<file path="src/mit_regs.vh">
/*
 * constants for the instruction timing sequencer: opcode codes, field positions,
 * addresses and reset values.
 * assumes a 16-bit instruction word of {opcode[15:11], bit index[10:8], operand[7:0]}.
 */
// Function
// - copy instructions take one instruction cycle and leave flags alone.
// - clear or set bit 0..7 of a memory byte in one cycle, flags unchanged.
// - branch, invoke, exits and interrupt exit take two cycles, flags unchanged.
// - skip when memory byte is zero; loading variant copies byte into working register.
// - bit test skips on bit zero or on bit one, one cycle base.
// - increment or decrement skip writes memory back, skips on zero, both penalties.
// - working-register result variants skip on zero, one cycle base.
// - current-page table fetch loads memory and table high byte in two cycles.
// - last-page table fetch loads memory and table high byte in two cycles.
// - nibble exchange swaps a memory byte in place in one cycle.
// - nibble exchange to working register leaves memory unchanged, one cycle.
// - preclear pair clears timeout and powerdown flags only when watchdog is cleared.
// - power-down entry takes one cycle and updates timeout and powerdown flags.
// - a program counter low write adds one instruction cycle of four clocks.
// - a taken skip adds one instruction cycle; no skip adds nothing.
// - watchdog clear zeroes the watchdog and clears both flags.
// - power-down stops execution, keeps state, clears watchdog, sets powerdown, clears timeout.
`ifndef MIT_REGS_VH
`define MIT_REGS_VH

// ---------------------------------------------------------------
// timing
// ---------------------------------------------------------------
`define MIT_CLKS_PER_CYCLE 4
`define MIT_PHASE_EXEC 2'h2
`define MIT_PHASE_LAST 2'h3

// ---------------------------------------------------------------
// instruction fields
// ---------------------------------------------------------------
`define MIT_OP_HI 15
`define MIT_OP_LO 11
`define MIT_BIT_HI 10
`define MIT_BIT_LO 8
`define MIT_ARG_HI 7
`define MIT_ARG_LO 0
`define MIT_TGT_HI 10

// ---------------------------------------------------------------
// addresses and reset values
// ---------------------------------------------------------------
`define MIT_PC_LOW_ADDR 8'h02
`define MIT_LAST_PAGE 8'hff
`define MIT_RST_BYTE 8'h00

// ---------------------------------------------------------------
// opcodes
// ---------------------------------------------------------------
`define MIT_OP_IDLE 5'h00
`define MIT_OP_CPY_MA 5'h01
`define MIT_OP_CPY_AM 5'h02
`define MIT_OP_CPY_AI 5'h03
`define MIT_OP_CLR_BIT 5'h04
`define MIT_OP_SET_BIT 5'h05
`define MIT_OP_BRANCH 5'h06
`define MIT_OP_INVOKE 5'h07
`define MIT_OP_EXIT 5'h08
`define MIT_OP_EXIT_IMM 5'h09
`define MIT_OP_INT_EXIT 5'h0a
`define MIT_OP_SKZ 5'h0b
`define MIT_OP_SKZ_LOAD 5'h0c
`define MIT_OP_SKB_CLR 5'h0d
`define MIT_OP_SKB_SET 5'h0e
`define MIT_OP_INC_SKZ 5'h0f
`define MIT_OP_DEC_SKZ 5'h10
`define MIT_OP_INC_A_SKZ 5'h11
`define MIT_OP_DEC_A_SKZ 5'h12
`define MIT_OP_TAB_CUR 5'h13
`define MIT_OP_TAB_LAST 5'h14
`define MIT_OP_CLR_BYTE 5'h15
`define MIT_OP_SET_BYTE 5'h16
`define MIT_OP_WD_CLR 5'h17
`define MIT_OP_WD_PRE1 5'h18
`define MIT_OP_WD_PRE2 5'h19
`define MIT_OP_SWAP 5'h1a
`define MIT_OP_SWAP_A 5'h1b
`define MIT_OP_HALT 5'h1c

`endif

</file>
<file path="src/mit_byte_unit.v">
/*
 * byte unit: computes the data result, the write targets and the skip decision
 * of one instruction from the memory byte and the working register.
 * assumes pure combinational use inside the sequencer.
 */
`timescale 1ns/1ps
`include "mit_regs.vh"

module mit_byte_unit (
  // instruction
  input wire [4:0] op_in,
  input wire [2:0] bit_in,
  input wire [7:0] arg_in,
  // operands
  input wire [7:0] mem_in,
  input wire [7:0] work_in,
  // results
  output reg [7:0] res_out,
  output reg wr_mem_out,
  output reg wr_acc_out,
  output reg skip_out
);

  wire [7:0] inc_val = mem_in + 8'h01;
  wire [7:0] dec_val = mem_in - 8'h01;
  wire [7:0] swp_val = {mem_in[3:0], mem_in[7:4]};
  wire [7:0] bit_mask = 8'h01 << bit_in;

  // result and destination decode; nothing here touches a status flag
  always @* begin
    res_out = mem_in;
    wr_mem_out = 1'b0;
    wr_acc_out = 1'b0;
    skip_out = 1'b0;
    case (op_in)
      `MIT_OP_CPY_MA: begin
        wr_acc_out = 1'b1;
      end
      `MIT_OP_CPY_AM: begin
        res_out = work_in;
        wr_mem_out = 1'b1;
      end
      `MIT_OP_CPY_AI, `MIT_OP_EXIT_IMM: begin
        res_out = arg_in;
        wr_acc_out = 1'b1;
      end
      `MIT_OP_CLR_BIT: begin
        res_out = mem_in & ~bit_mask;
        wr_mem_out = 1'b1;
      end
      `MIT_OP_SET_BIT: begin
        res_out = mem_in | bit_mask;
        wr_mem_out = 1'b1;
      end
      `MIT_OP_SKZ: begin
        skip_out = (mem_in == 8'h00);
      end
      `MIT_OP_SKZ_LOAD: begin
        wr_acc_out = 1'b1;
        skip_out = (mem_in == 8'h00);
      end
      `MIT_OP_SKB_CLR: begin
        skip_out = ~mem_in[bit_in];
      end
      `MIT_OP_SKB_SET: begin
        skip_out = mem_in[bit_in];
      end
      `MIT_OP_INC_SKZ, `MIT_OP_INC_A_SKZ: begin
        res_out = inc_val;
        wr_mem_out = (op_in == `MIT_OP_INC_SKZ);
        wr_acc_out = (op_in == `MIT_OP_INC_A_SKZ);
        skip_out = (inc_val == 8'h00);
      end
      `MIT_OP_DEC_SKZ, `MIT_OP_DEC_A_SKZ: begin
        res_out = dec_val;
        wr_mem_out = (op_in == `MIT_OP_DEC_SKZ);
        wr_acc_out = (op_in == `MIT_OP_DEC_A_SKZ);
        skip_out = (dec_val == 8'h00);
      end
      `MIT_OP_CLR_BYTE: begin
        res_out = 8'h00;
        wr_mem_out = 1'b1;
      end
      `MIT_OP_SET_BYTE: begin
        res_out = 8'hff;
        wr_mem_out = 1'b1;
      end
      `MIT_OP_SWAP: begin
        res_out = swp_val;
        wr_mem_out = 1'b1;
      end
      `MIT_OP_SWAP_A: begin
        res_out = swp_val;
        wr_acc_out = 1'b1;
      end
      default: begin
        res_out = mem_in;
      end
    endcase
  end

endmodule // mit_byte_unit

</file>
<file path="src/mit_sequencer.v">
/*
 * instruction sequencer: fetches, times and executes data move, bit, branch,
 * skip, table fetch and miscellaneous instructions, four clocks per cycle.
 * assumes program rom and data memory answer combinationally to the address
 * outputs within one clock, and that the data memory writes on a clock edge
 * while its write enable is high.
 */
`timescale 1ns/1ps
`include "mit_regs.vh"

module mit_sequencer #(
  parameter PC_W = 16,
  parameter STACK_D = 8,
  parameter SP_W = 3
) (
  // clock and reset
  input wire SYS_CLK_IN,
  input wire RESETN_IN,
  // program rom
  output reg [PC_W-1:0] ROM_ADDR_OUT,
  input wire [15:0] ROM_DATA_IN,
  // data memory
  output reg [7:0] DM_ADDR_OUT,
  output reg [7:0] DM_WDATA_OUT,
  output reg DM_WE_OUT,
  input wire [7:0] DM_RDATA_IN,
  // table pointer from core
  input wire [7:0] TABLE_PTR_IN,
  // watchdog and power-down
  input wire WATCHDOG_TIMEOUT_IN,
  input wire WAKE_IN,
  output reg WATCHDOG_CLEAR_OUT,
  output reg HALT_OUT,
  output reg TIMEOUT_FLAG_OUT,
  output reg POWERDOWN_FLAG_OUT,
  // core state
  output reg [7:0] WORK_REG_OUT,
  output reg [7:0] TABLE_HIGH_OUT,
  output reg INT_RESTORE_OUT
);

  // ---------------------------------------------------------------
  // state
  // ---------------------------------------------------------------
  reg [1:0] phase_reg;
  reg [1:0] extra_reg;
  reg first_reg;
  reg tab_reg;
  reg [15:0] instr_reg;
  reg [PC_W-1:0] pc_reg;
  reg [SP_W-1:0] sp_reg;
  reg [PC_W-1:0] stack_mem [0:STACK_D-1];
  reg pre1_reg;
  reg pre2_reg;
  reg [2:0] wake_sync_reg;

  wire [4:0] op = instr_reg[`MIT_OP_HI:`MIT_OP_LO];
  wire [7:0] arg = instr_reg[`MIT_ARG_HI:`MIT_ARG_LO];
  wire [PC_W-1:0] pc_inc = pc_reg + {{(PC_W-1){1'b0}}, 1'b1};
  wire [PC_W-1:0] pc_skip = pc_reg + {{(PC_W-2){1'b0}}, 2'h2};
  wire [PC_W-1:0] pc_tgt = {pc_reg[PC_W-1:`MIT_TGT_HI+1], instr_reg[`MIT_TGT_HI:0]};
  wire [SP_W-1:0] sp_up = sp_reg + {{(SP_W-1){1'b0}}, 1'b1};
  wire [SP_W-1:0] sp_dn = sp_reg - {{(SP_W-1){1'b0}}, 1'b1};
  wire exec = first_reg && (phase_reg == `MIT_PHASE_EXEC);
  wire tab_cap = tab_reg && (phase_reg == `MIT_PHASE_EXEC);
  wire cycle_end = (phase_reg == `MIT_PHASE_LAST);
  wire wake = wake_sync_reg[1] && wake_sync_reg[2];

  wire [7:0] res;
  wire wr_mem;
  wire wr_acc;
  wire skip;

  // ---------------------------------------------------------------
  // data path
  // ---------------------------------------------------------------
  mit_byte_unit u_byte (
    .op_in(op),
    .bit_in(instr_reg[`MIT_BIT_HI:`MIT_BIT_LO]),
    .arg_in(arg),
    .mem_in(DM_RDATA_IN),
    .work_in(WORK_REG_OUT),
    .res_out(res),
    .wr_mem_out(wr_mem),
    .wr_acc_out(wr_acc),
    .skip_out(skip)
  );

  wire pc_low_hit = wr_mem && (arg == `MIT_PC_LOW_ADDR);
  wire tab_pc_low = (arg == `MIT_PC_LOW_ADDR);
  wire two_cyc = (op == `MIT_OP_BRANCH) || (op == `MIT_OP_INVOKE) || (op == `MIT_OP_EXIT) ||
                 (op == `MIT_OP_EXIT_IMM) || (op == `MIT_OP_INT_EXIT);
  wire is_tab = (op == `MIT_OP_TAB_CUR) || (op == `MIT_OP_TAB_LAST);
  wire pre_done = ((op == `MIT_OP_WD_PRE1) && pre2_reg) || ((op == `MIT_OP_WD_PRE2) && pre1_reg);
  wire wd_clear = (op == `MIT_OP_WD_CLR) || pre_done || (op == `MIT_OP_HALT);

  // extra instruction cycles beyond the first
  wire [1:0] extra_next = (two_cyc ? 2'h1 : 2'h0) +
                          (is_tab ? 2'h1 : 2'h0) +
                          (skip ? 2'h1 : 2'h0) +
                          ((pc_low_hit || (is_tab && tab_pc_low)) ? 2'h1 : 2'h0);

  // program counter after the first cycle
  reg [PC_W-1:0] pc_next;
  always @* begin
    pc_next = pc_inc;
    case (op)
      `MIT_OP_BRANCH, `MIT_OP_INVOKE: begin
        pc_next = pc_tgt;
      end
      `MIT_OP_EXIT, `MIT_OP_EXIT_IMM, `MIT_OP_INT_EXIT: begin
        pc_next = stack_mem[sp_dn];
      end
      default: begin
        if (skip) begin
          pc_next = pc_skip;
        end
        if (pc_low_hit) begin
          pc_next = {pc_reg[PC_W-1:8], res};
        end
      end
    endcase
  end

  // ---------------------------------------------------------------
  // wake pin synchroniser
  // ---------------------------------------------------------------
  always @(posedge SYS_CLK_IN or negedge RESETN_IN) begin
    if (!RESETN_IN) begin
      wake_sync_reg <= 3'h0;
    end else begin
      wake_sync_reg <= {wake_sync_reg[1:0], WAKE_IN};
    end
  end

  // ---------------------------------------------------------------
  // cycle timing: phase counter, fetch, extra cycles
  // ---------------------------------------------------------------
  always @(posedge SYS_CLK_IN or negedge RESETN_IN) begin
    if (!RESETN_IN) begin
      phase_reg <= 2'h0;
      extra_reg <= 2'h0;
      first_reg <= 1'b0;
      tab_reg <= 1'b0;
      instr_reg <= 16'h0000;
    end else if (!HALT_OUT) begin
      phase_reg <= phase_reg + 2'h1;
      if (exec) begin
        first_reg <= 1'b0;
        extra_reg <= extra_next;
        tab_reg <= is_tab;
      end else if (tab_cap) begin
        tab_reg <= 1'b0;
      end
      if (cycle_end && !first_reg) begin
        if (extra_reg != 2'h0) begin
          extra_reg <= extra_reg - 2'h1;
        end else if (!(exec && (op == `MIT_OP_HALT))) begin
          instr_reg <= ROM_DATA_IN;
          first_reg <= 1'b1;
        end
      end
    end
  end

  // ---------------------------------------------------------------
  // execution: program counter, stack, memory and register writes
  // ---------------------------------------------------------------
  always @(posedge SYS_CLK_IN or negedge RESETN_IN) begin
    if (!RESETN_IN) begin
      pc_reg <= {PC_W{1'b0}};
      ROM_ADDR_OUT <= {PC_W{1'b0}};
      sp_reg <= {SP_W{1'b0}};
      DM_ADDR_OUT <= `MIT_RST_BYTE;
      DM_WDATA_OUT <= `MIT_RST_BYTE;
      DM_WE_OUT <= 1'b0;
      WORK_REG_OUT <= `MIT_RST_BYTE;
      TABLE_HIGH_OUT <= `MIT_RST_BYTE;
      INT_RESTORE_OUT <= 1'b0;
    end else begin
      DM_WE_OUT <= 1'b0;
      INT_RESTORE_OUT <= 1'b0;
      // operand address follows the fetched word
      if (cycle_end && !first_reg && extra_reg == 2'h0 && !HALT_OUT) begin
        DM_ADDR_OUT <= ROM_DATA_IN[`MIT_ARG_HI:`MIT_ARG_LO];
      end
      if (exec && !HALT_OUT) begin
        pc_reg <= pc_next;
        ROM_ADDR_OUT <= pc_next;
        DM_WDATA_OUT <= res;
        DM_WE_OUT <= wr_mem;
        if (wr_acc) begin
          WORK_REG_OUT <= res;
        end
        if (op == `MIT_OP_INVOKE) begin
          stack_mem[sp_reg] <= pc_inc;
          sp_reg <= sp_up;
        end
        if ((op == `MIT_OP_EXIT) || (op == `MIT_OP_EXIT_IMM) || (op == `MIT_OP_INT_EXIT)) begin
          sp_reg <= sp_dn;
        end
        INT_RESTORE_OUT <= (op == `MIT_OP_INT_EXIT);
        // table fetch drives the table address for its second cycle
        if (op == `MIT_OP_TAB_CUR) begin
          ROM_ADDR_OUT <= {pc_reg[PC_W-1:8], TABLE_PTR_IN};
        end else if (op == `MIT_OP_TAB_LAST) begin
          ROM_ADDR_OUT <= {{(PC_W-8){1'b1}}, TABLE_PTR_IN};
        end
      end
      // second table cycle: low byte to memory, high byte to table register
      if (tab_cap && !HALT_OUT) begin
        DM_WDATA_OUT <= ROM_DATA_IN[7:0];
        DM_WE_OUT <= 1'b1;
        TABLE_HIGH_OUT <= ROM_DATA_IN[15:8];
        if (tab_pc_low) begin
          pc_reg <= {pc_reg[PC_W-1:8], ROM_DATA_IN[7:0]};
          ROM_ADDR_OUT <= {pc_reg[PC_W-1:8], ROM_DATA_IN[7:0]};
        end else begin
          ROM_ADDR_OUT <= pc_reg;
        end
      end
    end
  end

  // ---------------------------------------------------------------
  // watchdog clearing, flags and power-down
  // ---------------------------------------------------------------
  always @(posedge SYS_CLK_IN or negedge RESETN_IN) begin
    if (!RESETN_IN) begin
      pre1_reg <= 1'b0;
      pre2_reg <= 1'b0;
      WATCHDOG_CLEAR_OUT <= 1'b0;
      HALT_OUT <= 1'b0;
      TIMEOUT_FLAG_OUT <= 1'b0;
      POWERDOWN_FLAG_OUT <= 1'b0;
    end else begin
      WATCHDOG_CLEAR_OUT <= 1'b0;
      if (exec && !HALT_OUT) begin
        if (op == `MIT_OP_WD_PRE1) begin
          pre1_reg <= ~pre_done;
          pre2_reg <= 1'b0;
        end else if (op == `MIT_OP_WD_PRE2) begin
          pre2_reg <= ~pre_done;
          pre1_reg <= 1'b0;
        end
        if (wd_clear) begin
          WATCHDOG_CLEAR_OUT <= 1'b1;
          TIMEOUT_FLAG_OUT <= 1'b0;
          POWERDOWN_FLAG_OUT <= (op == `MIT_OP_HALT);
        end
        if (op == `MIT_OP_HALT) begin
          HALT_OUT <= 1'b1;
        end
      end
      // a timeout in the clearing cycle still lands
      if (WATCHDOG_TIMEOUT_IN) begin
        TIMEOUT_FLAG_OUT <= 1'b1;
      end
      if (HALT_OUT && (wake || WATCHDOG_TIMEOUT_IN)) begin
        HALT_OUT <= 1'b0;
      end
    end
  end

endmodule // mit_sequencer

</file>
<file path="config.mk">
export PLATFORM = sky130hd
export DESIGN_NAME = mit_sequencer
export DESIGN_NICKNAME = d
export VERILOG_FILES = /design/src/mit_byte_unit.v /design/src/mit_sequencer.v
export VERILOG_INCLUDE_DIRS = /design/src /design/src/src
export SDC_FILE = /design/constraint.sdc
export NUM_CORES = 1
export LEC_CHECK = 0
export BUFFER_PORTS_ARGS = -buffer_cell sky130_fd_sc_hd__clkbuf_2
export CORE_ASPECT_RATIO = 1.5
export CORE_UTILIZATION = 41
export CTS_BUF_LIST = sky130_fd_sc_hd__clkbuf_2
export CTS_CLUSTER_DIAMETER = 150
export CTS_CLUSTER_SIZE = 8
export DETAILED_ROUTE_END_ITERATION = 7
export GPL_TIMING_DRIVEN = 0
export HOLD_SLACK_MARGIN = 0.05
export PLACE_DENSITY = 0.65
export SYNTH_ARGS = -nofsm -noshare
export SYNTH_HDL_FRONTEND = slang
export SYNTH_SLANG_ARGS = --single-unit
</file>
<file path="constraint.sdc">
create_clock -name SYS_CLK_IN -period 7.5 [get_ports SYS_CLK_IN]
set_input_delay 1.5 -clock SYS_CLK_IN [delete_from_list [all_inputs] [get_ports SYS_CLK_IN]]
set_output_delay 1.5 -clock SYS_CLK_IN [all_outputs]
set_load 0.1 [all_outputs]
</file>
==> run summary <==
yosys warns = 0
setup TNS = 0 ns
Vias/cell = 5.98
port bufs = 88
total number of H-tree levels = 2
CTS root buffer = clkbuf_2
global route overflow = 0
Comb power frac = 56.5%
first-pass GRT wire length = 55500 µm
reg-to-reg setup timing slack = 3.02 ns
share of cells above drive strength 1 = 19.8%
final-report hold violation count = 0
Crit-path slowest cell = buf_1
Hold Worst Slack = 0.369 ns
Total Power = 5.75 mW
register bank with the most flops = stack_mem
status = complete, no violations
most frequent cells in the layout = nand2_1, clkbuf_2, edfxtp_1, dfrtp_1, o21ai_0
initial antenna violation count = 1
peak supply drop = 258 µV
register area = 6350 µm²
hold path cells = 0
f_max = 223 MHz
PD cells = 442 nW/µm²
most used cell along the critical path = clkbuf_1
CP Max Fanout = 10
DIE HEIGHT = 209 µm
dpl hpwl = 26500 µm
Leakage = 5.13 nW
clock tree buffer depth = 3
register share of total power = 32.2%
Final Max Slew Viols = 0
post-layout min period = 4.48 ns
Slew HR = 21.4%
chip width = 140 µm
Synth cell types = 80
Post-synth EDFFs = 128
most common cell after layout, fill and taps aside = nand2_1
flip-flop count of the largest register after layout = 128
area occupied by multi-input gates = 4940 µm²
Worst Skew = 0.132 ns
post-synthesis sequential area ratio = 54.3%
first-pass iteration count of the detailed router = 6
Synth Instances = 1070
FILL cells = 2641
row count = 75
Required @ worst endpoint = 8.27 ns
Mapped Area = 11700 µm²
Top delay family on crit path = buffers and inverters
ANT nets after route = 0
Syn Nets = 1118
CP Data Arrival Time = 5.25 ns
total net switching power = 3.02 mW
Syn-to-layout area delta = 11.3%
DRT Wirelength = 35900 µm
starting DRC count in detailed routing = 773
Sw Share = 52.5%
RSZ-0062 raised after global routing = false
clock group share of total power = 11.3%
CTS buffer count = 34
Remaining DRCs = 0
dominant synthesized flop cell = edfxtp_1
Num Clock Sinks = 228
post-layout util = 46.5%
worst skew pair latency = 0.88 ns
syn avg cell area = 10.9 µm²
Routability Congestion = 0.977
pin count of the biggest net entering global routing = 103
Yosys reg bits = 228
Hold EP = wake_sync_reg[1]
Worst-path clk slew = 0.19 ns
HP Class = flip-flop to flip-flop
Final Cycle Share = 59.7%
Worst setup EP type = flip-flop
CP cell instances = clkbuf_1 > buf_1 > inv_1 > ha_1 > clkbuf_1 > clkbuf_1 > mux4_2 > nand2_1 > a21oi_1 > a221oi_1 > o21ai_1 > a221o_1
CTS tree = done
reg-to-reg critical path startpoint = sp_reg[0]
via count = 9319
core area = 28000 µm²
Slew @ Worst Pin = 1.17 ns
vias in the first global route = 9366
full die area = 29200 µm²
starting density of the core = 41.8%
Buf/Inv on CP = 5
ys async rst share = 43.9%
cell depth of the worst flop-to-flop path = 12
Post-CTS Setup Bufs = 0
Wirelength per Cell = 23.0 µm
reg2reg end = ROM_ADDR_OUT[3]
Nets = 1250
max-cap check violation count = 0
count of final setup violators = 0
Top Ports = 90
crit path kind = flip-flop to flip-flop
Global Route Usage Sum = 25.4%
Critical Path Start Type = flip-flop
post-CTS sizing = 0
hold path startpoint = wake_sync_reg[0]
CTS Hold Bufs = 0
cell internal pwr = 2.74 mW
CP max stage delay = 0.65 ns
==> kinds of logic (layout without fill, tap and decap cells) <==
kind of cell / count (synthesis) / after routing / share of synthesized area (%)
adders and majority gates: 12 / 12 / 1.35
DFF: 228 / 228 / 54.3
other: 0 / 1 / 0
buffers and inverters: 88 / 229 / 3.70
AOI/OAI and AO/OA: 227 / 227 / 12.2
and+or+nand+nor: 407 / 407 / 16.1
xor gates and xnor gates: 36 / 36 / 2.70
muxes: 72 / 72 / 9.76
==> cells in the mapped netlist (6+ instances only) <==
| library cell | n | area share (%) |
|---|---|---|
| mux2_2 | 13 | 1.3 |
| xor2_1 | 12 | 0.90 |
| nand4_1 | 10 | 0.54 |
| nor2b_1 | 6 | 0.32 |
| nand2_1 | 205 | 6.6 |
| inv_1 | 16 | 0.51 |
| buf_1 | 8 | 0.26 |
| a221oi_1 | 6 | 0.45 |
| nand2b_1 | 6 | 0.32 |
| buf_2 | 12 | 0.51 |
| a21oi_1 | 57 | 2.4 |
| edfxtp_1 | 128 | 33 |
| and3_1 | 13 | 0.70 |
| ha_1 | 11 | 1.2 |
| o21ai_0 | 79 | 3.4 |
| nor2_1 | 66 | 2.1 |
| xnor2_1 | 24 | 1.8 |
| dfrtp_1 | 100 | 21 |
| mux2i_1 | 26 | 2.2 |
| o211ai_1 | 6 | 0.39 |
| nand3_1 | 32 | 1.4 |
| nor4_1 | 8 | 0.43 |
| mux4_2 | 32 | 6.2 |
| clkbuf_1 | 37 | 1.2 |
| nor3_1 | 22 | 0.94 |
| o31ai_1 | 8 | 0.51 |
==> final cells by class <==
cell class,count,area share (%)
inverter,17,0.491
clock inverter,4,0.519
buffer,71,2.84
clock buffer,41,1.58
multi-input combinational,754,38.0
antenna,1,0.0192
sequential,228,48.8
timing repair buffer,96,4.48
tap,346,3.33
==> through the flow <==
| step | worst slack (ns) | area [µm²] | instances |
|---|---|---|---|
| after floorplan | 3.31 | 11700 | 1070 |
| after global placement | 0.688 | 12600 | 1504 |
| after detailed placement | 2.62 | 12700 | 1512 |
| after CTS | 3.03 | 13000 | 1557 |
| after global routing | 2.68 | 13000 | 1558 |
| final | 3.02 | 13000 | 1558 |
==> power groups by stage <==
stage	logic (mW)	registers, mW	clock network, mW
after floorplan	1.57	2.65	0
after global placement	3.20	1.87	0
after detailed placement	3.21	1.87	0
after CTS	3.22	1.85	0.670
after global routing	3.46	1.87	0.715
final	3.25	1.85	0.648
==> how the worst max path moves through the flow <==
stage | to | cells past startpoint | startpoint
detailed placement | ROM_ADDR_OUT[14] | 13 | DM_RDATA_IN[0]
global route | ROM_ADDR_OUT[2] | 10 | sp_reg[0]
CTS | ROM_ADDR_OUT[3] | 12 | sp_reg[0]
global placement | stack_mem[0][13] | 3 | RESETN_IN
floorplan | extra_reg[0] | 12 | DM_RDATA_IN[1]
finish | ROM_ADDR_OUT[3] | 12 | sp_reg[0]
==> metal layers <==
layer	vias up	routed length, µm	global-route usage [%]
met5	-	0	0
met1	4524	12900	28.5
met3	140	2230	3.99
li1	4199	-	-
met4	0	2480	16.9
met2	456	18300	44.4
==> worst reg2reg max path, delay by kind of cell, from the launching register on <==
| family | cells | cell delay (ns) |
|---|---|---|
| mux | 1 | 0.41 |
| fa+ha+maj | 1 | 0.32 |
| compound gates | 4 | 1.17 |
| simple gates | 1 | 0.09 |
| buf+inv | 5 | 2.10 |
| flops | 1 | 0.39 |
Power figures use the tool's default switching activity.
